$ cat config.mk
export PLATFORM = sky130hd
export DESIGN_NAME = fsr_status_logic
export DESIGN_NICKNAME = d
export VERILOG_FILES = /design/src/hw/fsr_status_logic.v
export VERILOG_INCLUDE_DIRS = /design/src /design/src/include
export SDC_FILE = /design/constraint.sdc
export NUM_CORES = 1
export LEC_CHECK = 0
export BUFFER_PORTS_ARGS = -buffer_cell sky130_fd_sc_hd__buf_2
export CORE_MARGIN = 8
export CORE_UTILIZATION = 50
export DETAILED_ROUTE_END_ITERATION = 12
export GPL_ROUTABILITY_DRIVEN = 0
export PLACE_DENSITY_LB_ADDON = 0.1
export SETUP_SLACK_MARGIN = 0.2
export SYNTH_ARGS = -nofsm -noshare
export SYNTH_HDL_FRONTEND = slang
export SYNTH_SLANG_ARGS = --single-unit
$ cat constraint.sdc
create_clock -name ref_clk -period 2.9 [get_ports ref_clk]
set_input_delay 0.435 -clock ref_clk [delete_from_list [all_inputs] [get_ports ref_clk]]
set_output_delay 0.435 -clock ref_clk [all_outputs]
set_load 0.005 [all_outputs]
$ cat src/include/fsr_regs.vh
`ifndef FSR_REGS_VH
`define FSR_REGS_VH

// ----------------------------------------
// Command opcodes
// ----------------------------------------
`define FSR_CMD_WRR 8'h01
`define FSR_CMD_WRITE_ENABLE_CMD 8'h06
`define FSR_CMD_WRITE_DISABLE_CMD 8'h04
`define FSR_CMD_CLEAR_STATUS_CMD 8'h30
`define FSR_CMD_READ_STATUS_FIRST_CMD 8'h05
`define FSR_CMD_READ_STATUS_SECOND_CMD 8'h07
`define FSR_CMD_ERASE_SUSPEND_CMD 8'h75
`define FSR_CMD_PROGRAM_SUSPEND_CMD 8'h85
`define FSR_CMD_SWRST 8'hF0
`define FSR_CMD_PROG 8'h02
`define FSR_CMD_SECT_ERASE 8'hD8
`define FSR_CMD_BULK_ERASE 8'hC7

// ----------------------------------------
// Status byte field positions
// ----------------------------------------
`define FSR_BIT_LOCK 7
`define FSR_BIT_PERR 6
`define FSR_BIT_EERR 5
`define FSR_BP_HI 4
`define FSR_BP_LO 2
`define FSR_BIT_WEL 1
`define FSR_BIT_BUSY 0

// ----------------------------------------
// Reset values and frame lengths in bits
// ----------------------------------------
`define FSR_BP_VOL_RESET 3'h7
`define FSR_BP_CLEAR 3'h0
`define FSR_BITS_CMD 6'h08
`define FSR_BITS_WRR 6'h10
`define FSR_BITS_ERASE 6'h20
`define FSR_BITS_PROG 6'h28
`define FSR_BITS_MAX 6'h3F
`define FSR_IDX_CMD 6'h07
`define FSR_IDX_DATA 6'h0F

// ----------------------------------------
// Array operation kinds
// ----------------------------------------
`define FSR_KIND_PROG 2'h0
`define FSR_KIND_ERASE 2'h1
`define FSR_KIND_BULK 2'h2

`endif

$ cat src/hw/fsr_status_logic.v
`timescale 1ns/1ps
`include "fsr_regs.vh"

//
// Overview of operation
// - Volatile bits default on every reset kind
// - Lock set and protect low ignores register write
// - Otherwise register write updates lock and protection
// - Program failure or protected target sets program error
// - Erase failure or protected sector sets erase error
// - Whole-array erase never sets erase error on protection
// - Error flags cleared only by hardware reset, clear-status or software-reset command
// - Protection bits volatile or stored per selection
// - Protected areas refuse program and erase
// - Whole-array erase only with protection all zero
// - Write, program, erase need write enable latch
// - Write-enable command sets the latch
// - Write-disable command clears the latch
// - Successful operation completion clears the latch
// - Latch zero after resets, cleared on register write completion
// - While busy only a few commands accepted
// - Suspends accepted only during matching array operation
// - Errors update while busy; busy holds until clear
// - Read-status-first returns the register, even while busy; read-status-second reads zero
// - Busy flag reads zero only when idle
module fsr_status_logic #(
   parameter [15:0] WRR_CYCLES = 16'h0064
) (
   input wire ref_clk,
   input wire rst_n,
   input wire sck,
   input wire cs_n,
   input wire si,
   input wire wp_n,
   output reg so_q,
   output reg so_oe_q,
   input wire protect_volatility_select,
   input wire nv_lock_in,
   input wire [2:0] nv_bp_in,
   input wire op_done,
   input wire op_fail,
   input wire op_prot_hit,
   output reg op_start_q,
   output reg [1:0] op_kind_q,
   output reg op_suspend_q,
   output reg op_abort_q,
   output reg nv_store_q,
   output reg reg_write_lock_q,
   output reg perr_q,
   output reg eerr_q,
   output reg [2:0] bp_q,
   output reg write_enable_latch_q,
   output reg busy_flag_q
);

   localparam [1:0] ST_IDLE = 2'h0;
   localparam [1:0] ST_WRR = 2'h1;
   localparam [1:0] ST_ARRAY = 2'h2;
   localparam [1:0] ST_ERR = 2'h3;

   // ----------------------------------------
   // Commands honoured while busy
   // ----------------------------------------
   function busy_ok;
      input [7:0] c;
      begin
         busy_ok = (c == `FSR_CMD_READ_STATUS_FIRST_CMD) || (c == `FSR_CMD_READ_STATUS_SECOND_CMD) ||
                   (c == `FSR_CMD_ERASE_SUSPEND_CMD) || (c == `FSR_CMD_PROGRAM_SUSPEND_CMD) ||
                   (c == `FSR_CMD_CLEAR_STATUS_CMD) || (c == `FSR_CMD_SWRST);
      end
   endfunction

   // ----------------------------------------
   // Pin synchronisers
   // ----------------------------------------
   reg sck_m, sck_s, sck_p;
   reg cs_m, cs_s, cs_p;
   reg si_m, si_s;
   reg wp_m, wp_s;

   always @(posedge ref_clk or negedge rst_n) begin
      if (!rst_n) begin
         sck_m <= 1'b0;
         sck_s <= 1'b0;
         sck_p <= 1'b0;
         cs_m <= 1'b1;
         cs_s <= 1'b1;
         cs_p <= 1'b1;
         si_m <= 1'b0;
         si_s <= 1'b0;
         wp_m <= 1'b0;
         wp_s <= 1'b0;
      end else begin
         sck_m <= sck;
         sck_s <= sck_m;
         sck_p <= sck_s;
         cs_m <= cs_n;
         cs_s <= cs_m;
         cs_p <= cs_s;
         si_m <= si;
         si_s <= si_m;
         wp_m <= wp_n;
         wp_s <= wp_m;
      end
   end

   wire sck_rise = sck_s & ~sck_p;
   wire sck_fall = ~sck_s & sck_p;
   wire cs_act = ~cs_s;
   wire cs_end = cs_s & ~cs_p;

   // ----------------------------------------
   // Serial frame capture
   // ----------------------------------------
   reg [5:0] bit_cnt_q;
   reg [7:0] sh_q;
   reg [7:0] cmd_q;
   reg [7:0] data_q;
   wire [7:0] sh_next = {sh_q[6:0], si_s};

   always @(posedge ref_clk or negedge rst_n) begin
      if (!rst_n) begin
         bit_cnt_q <= 6'h00;
         sh_q <= 8'h00;
         cmd_q <= 8'h00;
         data_q <= 8'h00;
      end else if (!cs_act) begin
         // Count survives the first idle cycle so cs_end sees it
         if (!cs_end) begin
            bit_cnt_q <= 6'h00;
         end
      end else if (sck_rise) begin
         sh_q <= sh_next;
         if (bit_cnt_q != `FSR_BITS_MAX) begin
            bit_cnt_q <= bit_cnt_q + 6'h01;
         end
         if (bit_cnt_q == `FSR_IDX_CMD) begin
            cmd_q <= sh_next;
         end
         if (bit_cnt_q == `FSR_IDX_DATA) begin
            data_q <= sh_next;
         end
      end
   end

   // ----------------------------------------
   // Status read-out on falling clock
   // ----------------------------------------
   wire [7:0] status = {reg_write_lock_q, perr_q, eerr_q, bp_q,
                        write_enable_latch_q, busy_flag_q};
   wire rd_cmd = (cmd_q == `FSR_CMD_READ_STATUS_FIRST_CMD) || (cmd_q == `FSR_CMD_READ_STATUS_SECOND_CMD);
   wire rd_act = cs_act && rd_cmd && (bit_cnt_q >= `FSR_BITS_CMD);
   // Second status register is not modelled; it reads as zero
   wire [7:0] rd_val = (cmd_q == `FSR_CMD_READ_STATUS_FIRST_CMD) ? status : 8'h00;
   reg [2:0] tx_cnt_q;
   reg [7:0] tx_q;

   always @(posedge ref_clk or negedge rst_n) begin
      if (!rst_n) begin
         tx_cnt_q <= 3'h0;
         tx_q <= 8'h00;
         so_q <= 1'b0;
         so_oe_q <= 1'b0;
      end else begin
         so_oe_q <= rd_act;
         if (!rd_act) begin
            tx_cnt_q <= 3'h0;
         end else if (sck_fall) begin
            tx_cnt_q <= tx_cnt_q + 3'h1;
            // Reload each byte so repeated reads track live status
            if (tx_cnt_q == 3'h0) begin
               so_q <= rd_val[7];
               tx_q <= {rd_val[6:0], 1'b0};
            end else begin
               so_q <= tx_q[7];
               tx_q <= {tx_q[6:0], 1'b0};
            end
         end
      end
   end

   // ----------------------------------------
   // Command execution and status state
   // ----------------------------------------
   reg [1:0] st_q;
   reg [15:0] wrr_cnt_q;
   reg [7:0] wrr_val_q;
   reg load_q;

   wire allowed = ~busy_flag_q | busy_ok(cmd_q);
   wire go = cs_end & allowed;
   wire hw_locked = reg_write_lock_q & ~wp_s;
   wire is_erase = (op_kind_q != `FSR_KIND_PROG);
   wire op_bad = op_fail | (op_prot_hit & (op_kind_q != `FSR_KIND_BULK));

   always @(posedge ref_clk or negedge rst_n) begin
      if (!rst_n) begin
         st_q <= ST_IDLE;
         wrr_cnt_q <= 16'h0000;
         wrr_val_q <= 8'h00;
         load_q <= 1'b1;
         op_start_q <= 1'b0;
         op_kind_q <= `FSR_KIND_PROG;
         op_suspend_q <= 1'b0;
         op_abort_q <= 1'b0;
         nv_store_q <= 1'b0;
         reg_write_lock_q <= 1'b0;
         perr_q <= 1'b0;
         eerr_q <= 1'b0;
         bp_q <= `FSR_BP_VOL_RESET;
         write_enable_latch_q <= 1'b0;
         busy_flag_q <= 1'b0;
      end else begin
         op_start_q <= 1'b0;
         op_suspend_q <= 1'b0;
         op_abort_q <= 1'b0;
         nv_store_q <= 1'b0;
         // Stored bits are fetched once after reset release
         if (load_q) begin
            load_q <= 1'b0;
            reg_write_lock_q <= nv_lock_in;
            bp_q <= protect_volatility_select ? `FSR_BP_VOL_RESET
                                              : nv_bp_in;
         end
         if (go) begin
            case (cmd_q)
               `FSR_CMD_WRITE_ENABLE_CMD: begin
                  if (bit_cnt_q == `FSR_BITS_CMD) begin
                     write_enable_latch_q <= 1'b1;
                  end
               end
               `FSR_CMD_WRITE_DISABLE_CMD: begin
                  if (bit_cnt_q == `FSR_BITS_CMD) begin
                     write_enable_latch_q <= 1'b0;
                  end
               end
               `FSR_CMD_CLEAR_STATUS_CMD: begin
                  if (bit_cnt_q == `FSR_BITS_CMD) begin
                     perr_q <= 1'b0;
                     eerr_q <= 1'b0;
                     if (st_q == ST_ERR) begin
                        st_q <= ST_IDLE;
                        busy_flag_q <= 1'b0;
                     end
                  end
               end
               `FSR_CMD_SWRST: begin
                  if (bit_cnt_q == `FSR_BITS_CMD) begin
                     perr_q <= 1'b0;
                     eerr_q <= 1'b0;
                     write_enable_latch_q <= 1'b0;
                     busy_flag_q <= 1'b0;
                     st_q <= ST_IDLE;
                     op_abort_q <= (st_q == ST_ARRAY);
                     if (protect_volatility_select) begin
                        bp_q <= `FSR_BP_VOL_RESET;
                     end
                  end
               end
               `FSR_CMD_WRR: begin
                  // Silently dropped when locked by the protect pin
                  if ((bit_cnt_q >= `FSR_BITS_WRR) && write_enable_latch_q &&
                      !hw_locked) begin
                     wrr_val_q <= data_q;
                     wrr_cnt_q <= WRR_CYCLES;
                     st_q <= ST_WRR;
                     busy_flag_q <= 1'b1;
                  end
               end
               `FSR_CMD_PROG: begin
                  if ((bit_cnt_q >= `FSR_BITS_PROG) && write_enable_latch_q) begin
                     op_kind_q <= `FSR_KIND_PROG;
                     op_start_q <= 1'b1;
                     st_q <= ST_ARRAY;
                     busy_flag_q <= 1'b1;
                  end
               end
               `FSR_CMD_SECT_ERASE: begin
                  if ((bit_cnt_q == `FSR_BITS_ERASE) && write_enable_latch_q) begin
                     op_kind_q <= `FSR_KIND_ERASE;
                     op_start_q <= 1'b1;
                     st_q <= ST_ARRAY;
                     busy_flag_q <= 1'b1;
                  end
               end
               `FSR_CMD_BULK_ERASE: begin
                  if ((bit_cnt_q == `FSR_BITS_CMD) && write_enable_latch_q &&
                      (bp_q == `FSR_BP_CLEAR)) begin
                     op_kind_q <= `FSR_KIND_BULK;
                     op_start_q <= 1'b1;
                     st_q <= ST_ARRAY;
                     busy_flag_q <= 1'b1;
                  end
               end
               `FSR_CMD_ERASE_SUSPEND_CMD: begin
                  op_suspend_q <= (st_q == ST_ARRAY) && is_erase;
               end
               `FSR_CMD_PROGRAM_SUSPEND_CMD: begin
                  op_suspend_q <= (st_q == ST_ARRAY) && !is_erase;
               end
               default: begin
               end
            endcase
         end
         // Completion handled after commands so a new error beats a clear
         if (st_q == ST_WRR && !(go && cmd_q == `FSR_CMD_SWRST)) begin
            if (wrr_cnt_q != 16'h0000) begin
               wrr_cnt_q <= wrr_cnt_q - 16'h0001;
            end else begin
               reg_write_lock_q <= wrr_val_q[`FSR_BIT_LOCK];
               bp_q <= wrr_val_q[`FSR_BP_HI:`FSR_BP_LO];
               nv_store_q <= 1'b1;
               write_enable_latch_q <= 1'b0;
               busy_flag_q <= 1'b0;
               st_q <= ST_IDLE;
            end
         end
         if (st_q == ST_ARRAY && op_done && !(go && cmd_q == `FSR_CMD_SWRST)) begin
            if (op_bad) begin
               // Busy held until cleared; latch left for host to drop
               perr_q <= perr_q | !is_erase;
               eerr_q <= eerr_q | is_erase;
               st_q <= ST_ERR;
            end else begin
               write_enable_latch_q <= 1'b0;
               busy_flag_q <= 1'b0;
               st_q <= ST_IDLE;
            end
         end
      end
   end

endmodule

==> results.md <==
* Outcome: completed
* Worst-Margin Slew at 1.038 ns
* Largest net degree at the start of global routing at 85
* Area taken by multi-input logic gates at between 1500 and 2000 um^2
* Post-DP HPWL at 6.293 mm
* RSZ-0062 raised after global routing: no
* Post-synth top area cell: dfrtp_1
* Reg2reg setup slack at 0.37 ns
* Drt drc at 0
* Die ar. at 11,240 um^2
* Core area at 8051 um^2
* Antenna Cells at 0
* Final Hold Vio Count at 0
* Num ports at 30
* Worst Hold Class: in -> reg
* Post-synthesis instance total at between 300 and 400
* PD cells at ~480 nW/um^2
* Switching pwr at 0.4998 mW
* Fmax achieved at 0.3950 GHz
* Sequential area share after synthesis at between 50% and 60%
* Most frequent cells in the layout: dfrtp_1 (77), nand2_1 (40), o21ai_0 (33), buf_2 (28), mux2_2 (25)
* Switching Share at 22.90%
* Drt total wl at about 8.6 mm
* Crit share post-route at 87.31%
* Post-synth EDFFs at 0
* Mean Syn Cell Area at ~10 um^2
* Hold path cells at 1
* CTS H-tree depth at 3
* Ys async rst share at 100.0%
* Clk network pwr share at between 30% and 40%
* Worst setup SP type: flip-flop
* CTS Sinks at 84
* Standby leakage power at 2.126 nW
* Number of DRC markers in iteration 0 at 201
* Avg Vias per Cell at 5.680
* Max Clock Skew at 0.007801 ns
* Overall Power at between 2 and 2.5 mW
* Reg-to-reg startpoint: wrr_cnt_q[7]$_DFF_PN0_
* Initial antenna violation count at 0
* Worst-Skew Late Latency at 0.34 ns
* # fillers at just over 700
* Vias in the first global route at slightly below 3,000
* Antenna-violating nets left at 0
* WP data arrival at 2.73 ns
* Synth warn at 0
* Min-delay src: cs_n
* Sequential power share at 58.9%
* Max-slew violation count at 0
* Commonest non-fill, non-tap cell in the layout: dfrtp_1
* Count of non-filler cells in the finished layout at about 540
* Setup CP Type: reg -> reg
* Worst VDD drop at 449.2 uV
* Worst hold endpoint: cs_m$_DFF_PN1_
* Critical-path cell list: or4_4, or4_4, o21ai_4, buf_6, a21bo_2, o21ai_0, o21ai_0
* Syn nets at 406
* Total CTS buffers at 9
* Total congestion overflow at 0
* Worst-path clk slew at around 0.080 ns
* Drt pass-1 iters at 4
* Total GRT Usage at between 15 and 20%
* PortBufs at 29
* Pre-CTS setup slack at 0.2857 ns
* Combinational Power Share at around 5.2%
* Final Setup Violations at 0
* CP Buf/Inv Count at 1
* Nets@finish at 444
* Die X at 106 um
* Slack of the critical path at around 0.37 ns
* Global-route wire length before repair at 14.65 mm
* DR WL/cell at 16.13 um
* Largest stage delay, worst path at around 0.60 ns
* Yosys top cell area share at 47.57%
* Register area at 2111 um^2
* Delay-heaviest family, CP: simple AND/OR/NAND/NOR gates
* Top_reg_cell synth: dfrtp_1
* Initial Utilization at 50.30%
* Slew headroom at 30.77%
* End of the worst register-to-register path: wrr_cnt_q[5]$_DFF_PN0_
* Slowest-stage cell, CP: or4_4
* Vias at 3,039
* Root buf cell: clkbuf_8
* Dominant cells by area after synthesis: dfrtp_1 (48%), mux2_2 (7.0%), dfstp_2 (4.5%)
* Post-route setup TNS at 0 ns
* CP Capture Type: flip-flop
* Layout area overhead at 12.67%
* Final instance area at about 4600 um^2
* Minimum clock period at 2.532 ns
* Site row count at 33
* CTS tree: yes
* Worst path required time at 3.10 ns
* Share of cells above drive strength 1 at 24.19%
* Unique masters post-synth at 62
* DIE HEIGHT at between 100 and 150 um
* Reg2Reg Depth at 7
* CTS Buffer Depth at 2
* Placed Area at 4343 um^2
* Internal at between 1.5 and 2 mW
* Syn Std Cell Area at 4050 um^2
* Register bit count reported by yosys at 84
* DP Cell Count at 517
* Max cap viols at 0
* CP max FO at 12
per-layer routing:
metal / up-vias / GRT usage (%) / part of all wire [%]
met5: - / 0 / 0
met2: 66 / 23.46 / 45
met1: 1477 / 22.65 / 50
li1: 1487 / - / -
met4: 0 / 5.025 / 1.2
met3: 9 / 3.448 / 4.6
kinds of logic after synthesis:
| group | count (synthesis) | share of synthesized area, % |
|---|---|---|
| other | 1 | 0.09259 |
| flip-flops | 84 | 52.12 |
| AND/OR/NAND/NOR | 142 | 19.18 |
| buffers and inverters | 26 | 2.657 |
| adder cells (fa/ha/maj) | 5 | 1.545 |
| multiplexers | 27 | 7.445 |
| AO/OA/AOI/OAI | 94 | 15.23 |
| XOR/XNOR | 8 | 1.730 |
cells in the mapped netlist, types with 3 or more instances:
cell type / count
o211ai_1: 4
dfrtp_1: 77
nand4b_1: 3
nor2b_1: 4
nand2b_1: 8
nor2_1: 24
and4_1: 3
o22ai_1: 4
o31ai_1: 7
nor4bb_1: 3
or2_2: 3
nor3_1: 10
buf_2: 4
nand3_1: 12
xnor2_1: 3
dfstp_2: 7
nand4_1: 3
o21ai_0: 33
ha_1: 5
nor4_1: 3
clkbuf_1: 8
xor2_1: 5
mux2_2: 25
a22oi_1: 7
or4_4: 3
a21oi_1: 17
inv_1: 12
nand2_1: 40
and3_1: 6
o41ai_1: 3
layout make-up:
| class | count | share of cell area (%) |
|---|---|---|
| flip-flops and latches | 84 | 46.26 |
| multi-input cells | 277 | 40.53 |
| repair buffers | 40 | 5.127 |
| clock buffers | 11 | 2.879 |
| well taps | 105 | 2.879 |
| inverters | 13 | 1.179 |
| clock inverters | 5 | 1.152 |
state kept, by name, summed over array words and instances (netlist names), 2 cells and up:
register	count
bit_cnt_q	6
bp_q	3
wrr_cnt_q	16
st_q	2
tx_q	7
data_q	4
cmd_q	8
tx_cnt_q	3
op_kind_q	2
wrr_val_q	4
sh_q	7
worst reg2reg max path, stage by stage (launching register included):
cell	delay, ns
dfrtp_1	0.45
or4_4	0.60
or4_4	0.55
o21ai_4	0.21
buf_6	0.16
a21bo_2	0.24
o21ai_0	0.06
o21ai_0	0.11
per-stage QoR:
stage                     hold slack [ns]  util (%)
after floorplan                    0.1394         -
final                              0.1846     56.67
after global routing               0.1692     56.67
after CTS                          0.1779     56.22
after detailed placement           0.3347     53.94
after global placement             0.3334     53.94
how the worst max path moves through the flow:
stage,start,end,slack (ns),cells after the start
finish,wrr_cnt_q[7]$_DFF_PN0_,wrr_cnt_q[5]$_DFF_PN0_,0.37,7
global route,wrr_cnt_q[1]$_DFF_PN0_,wrr_cnt_q[5]$_DFF_PN0_,0.25,9
CTS,wrr_cnt_q[0]$_DFF_PN0_,wrr_cnt_q[5]$_DFF_PN0_,0.25,9
detailed placement,wrr_cnt_q[0]$_DFF_PN0_,wrr_cnt_q[5]$_DFF_PN0_,0.29,9
global placement,wrr_cnt_q[0]$_DFF_PN0_,busy_flag_q$_DFF_PN0_,0.37,8
floorplan,wrr_cnt_q[0]$_DFF_PN0_,wrr_cnt_q[5]$_DFF_PN0_,0.48,9
power by group through the flow:
stage	Sequential, mW	Clock, mW	Combinational [mW]
after detailed placement	1.31	0	0.117
final	1.28	0.784	0.114
after global placement	1.31	0	0.115
after global routing	1.29	0.852	0.128
after CTS	1.28	0.808	0.117
after floorplan	1.29	0	0.0669
what timing repair did:
item / CTS / global route
setup endpoints to repair: 0 / 13
resized for setup: 0 / 5
hold buffers: 0 / 0
buffers inserted: 0 / 2
No activity file was read; power rests on OpenSTA's default activity.
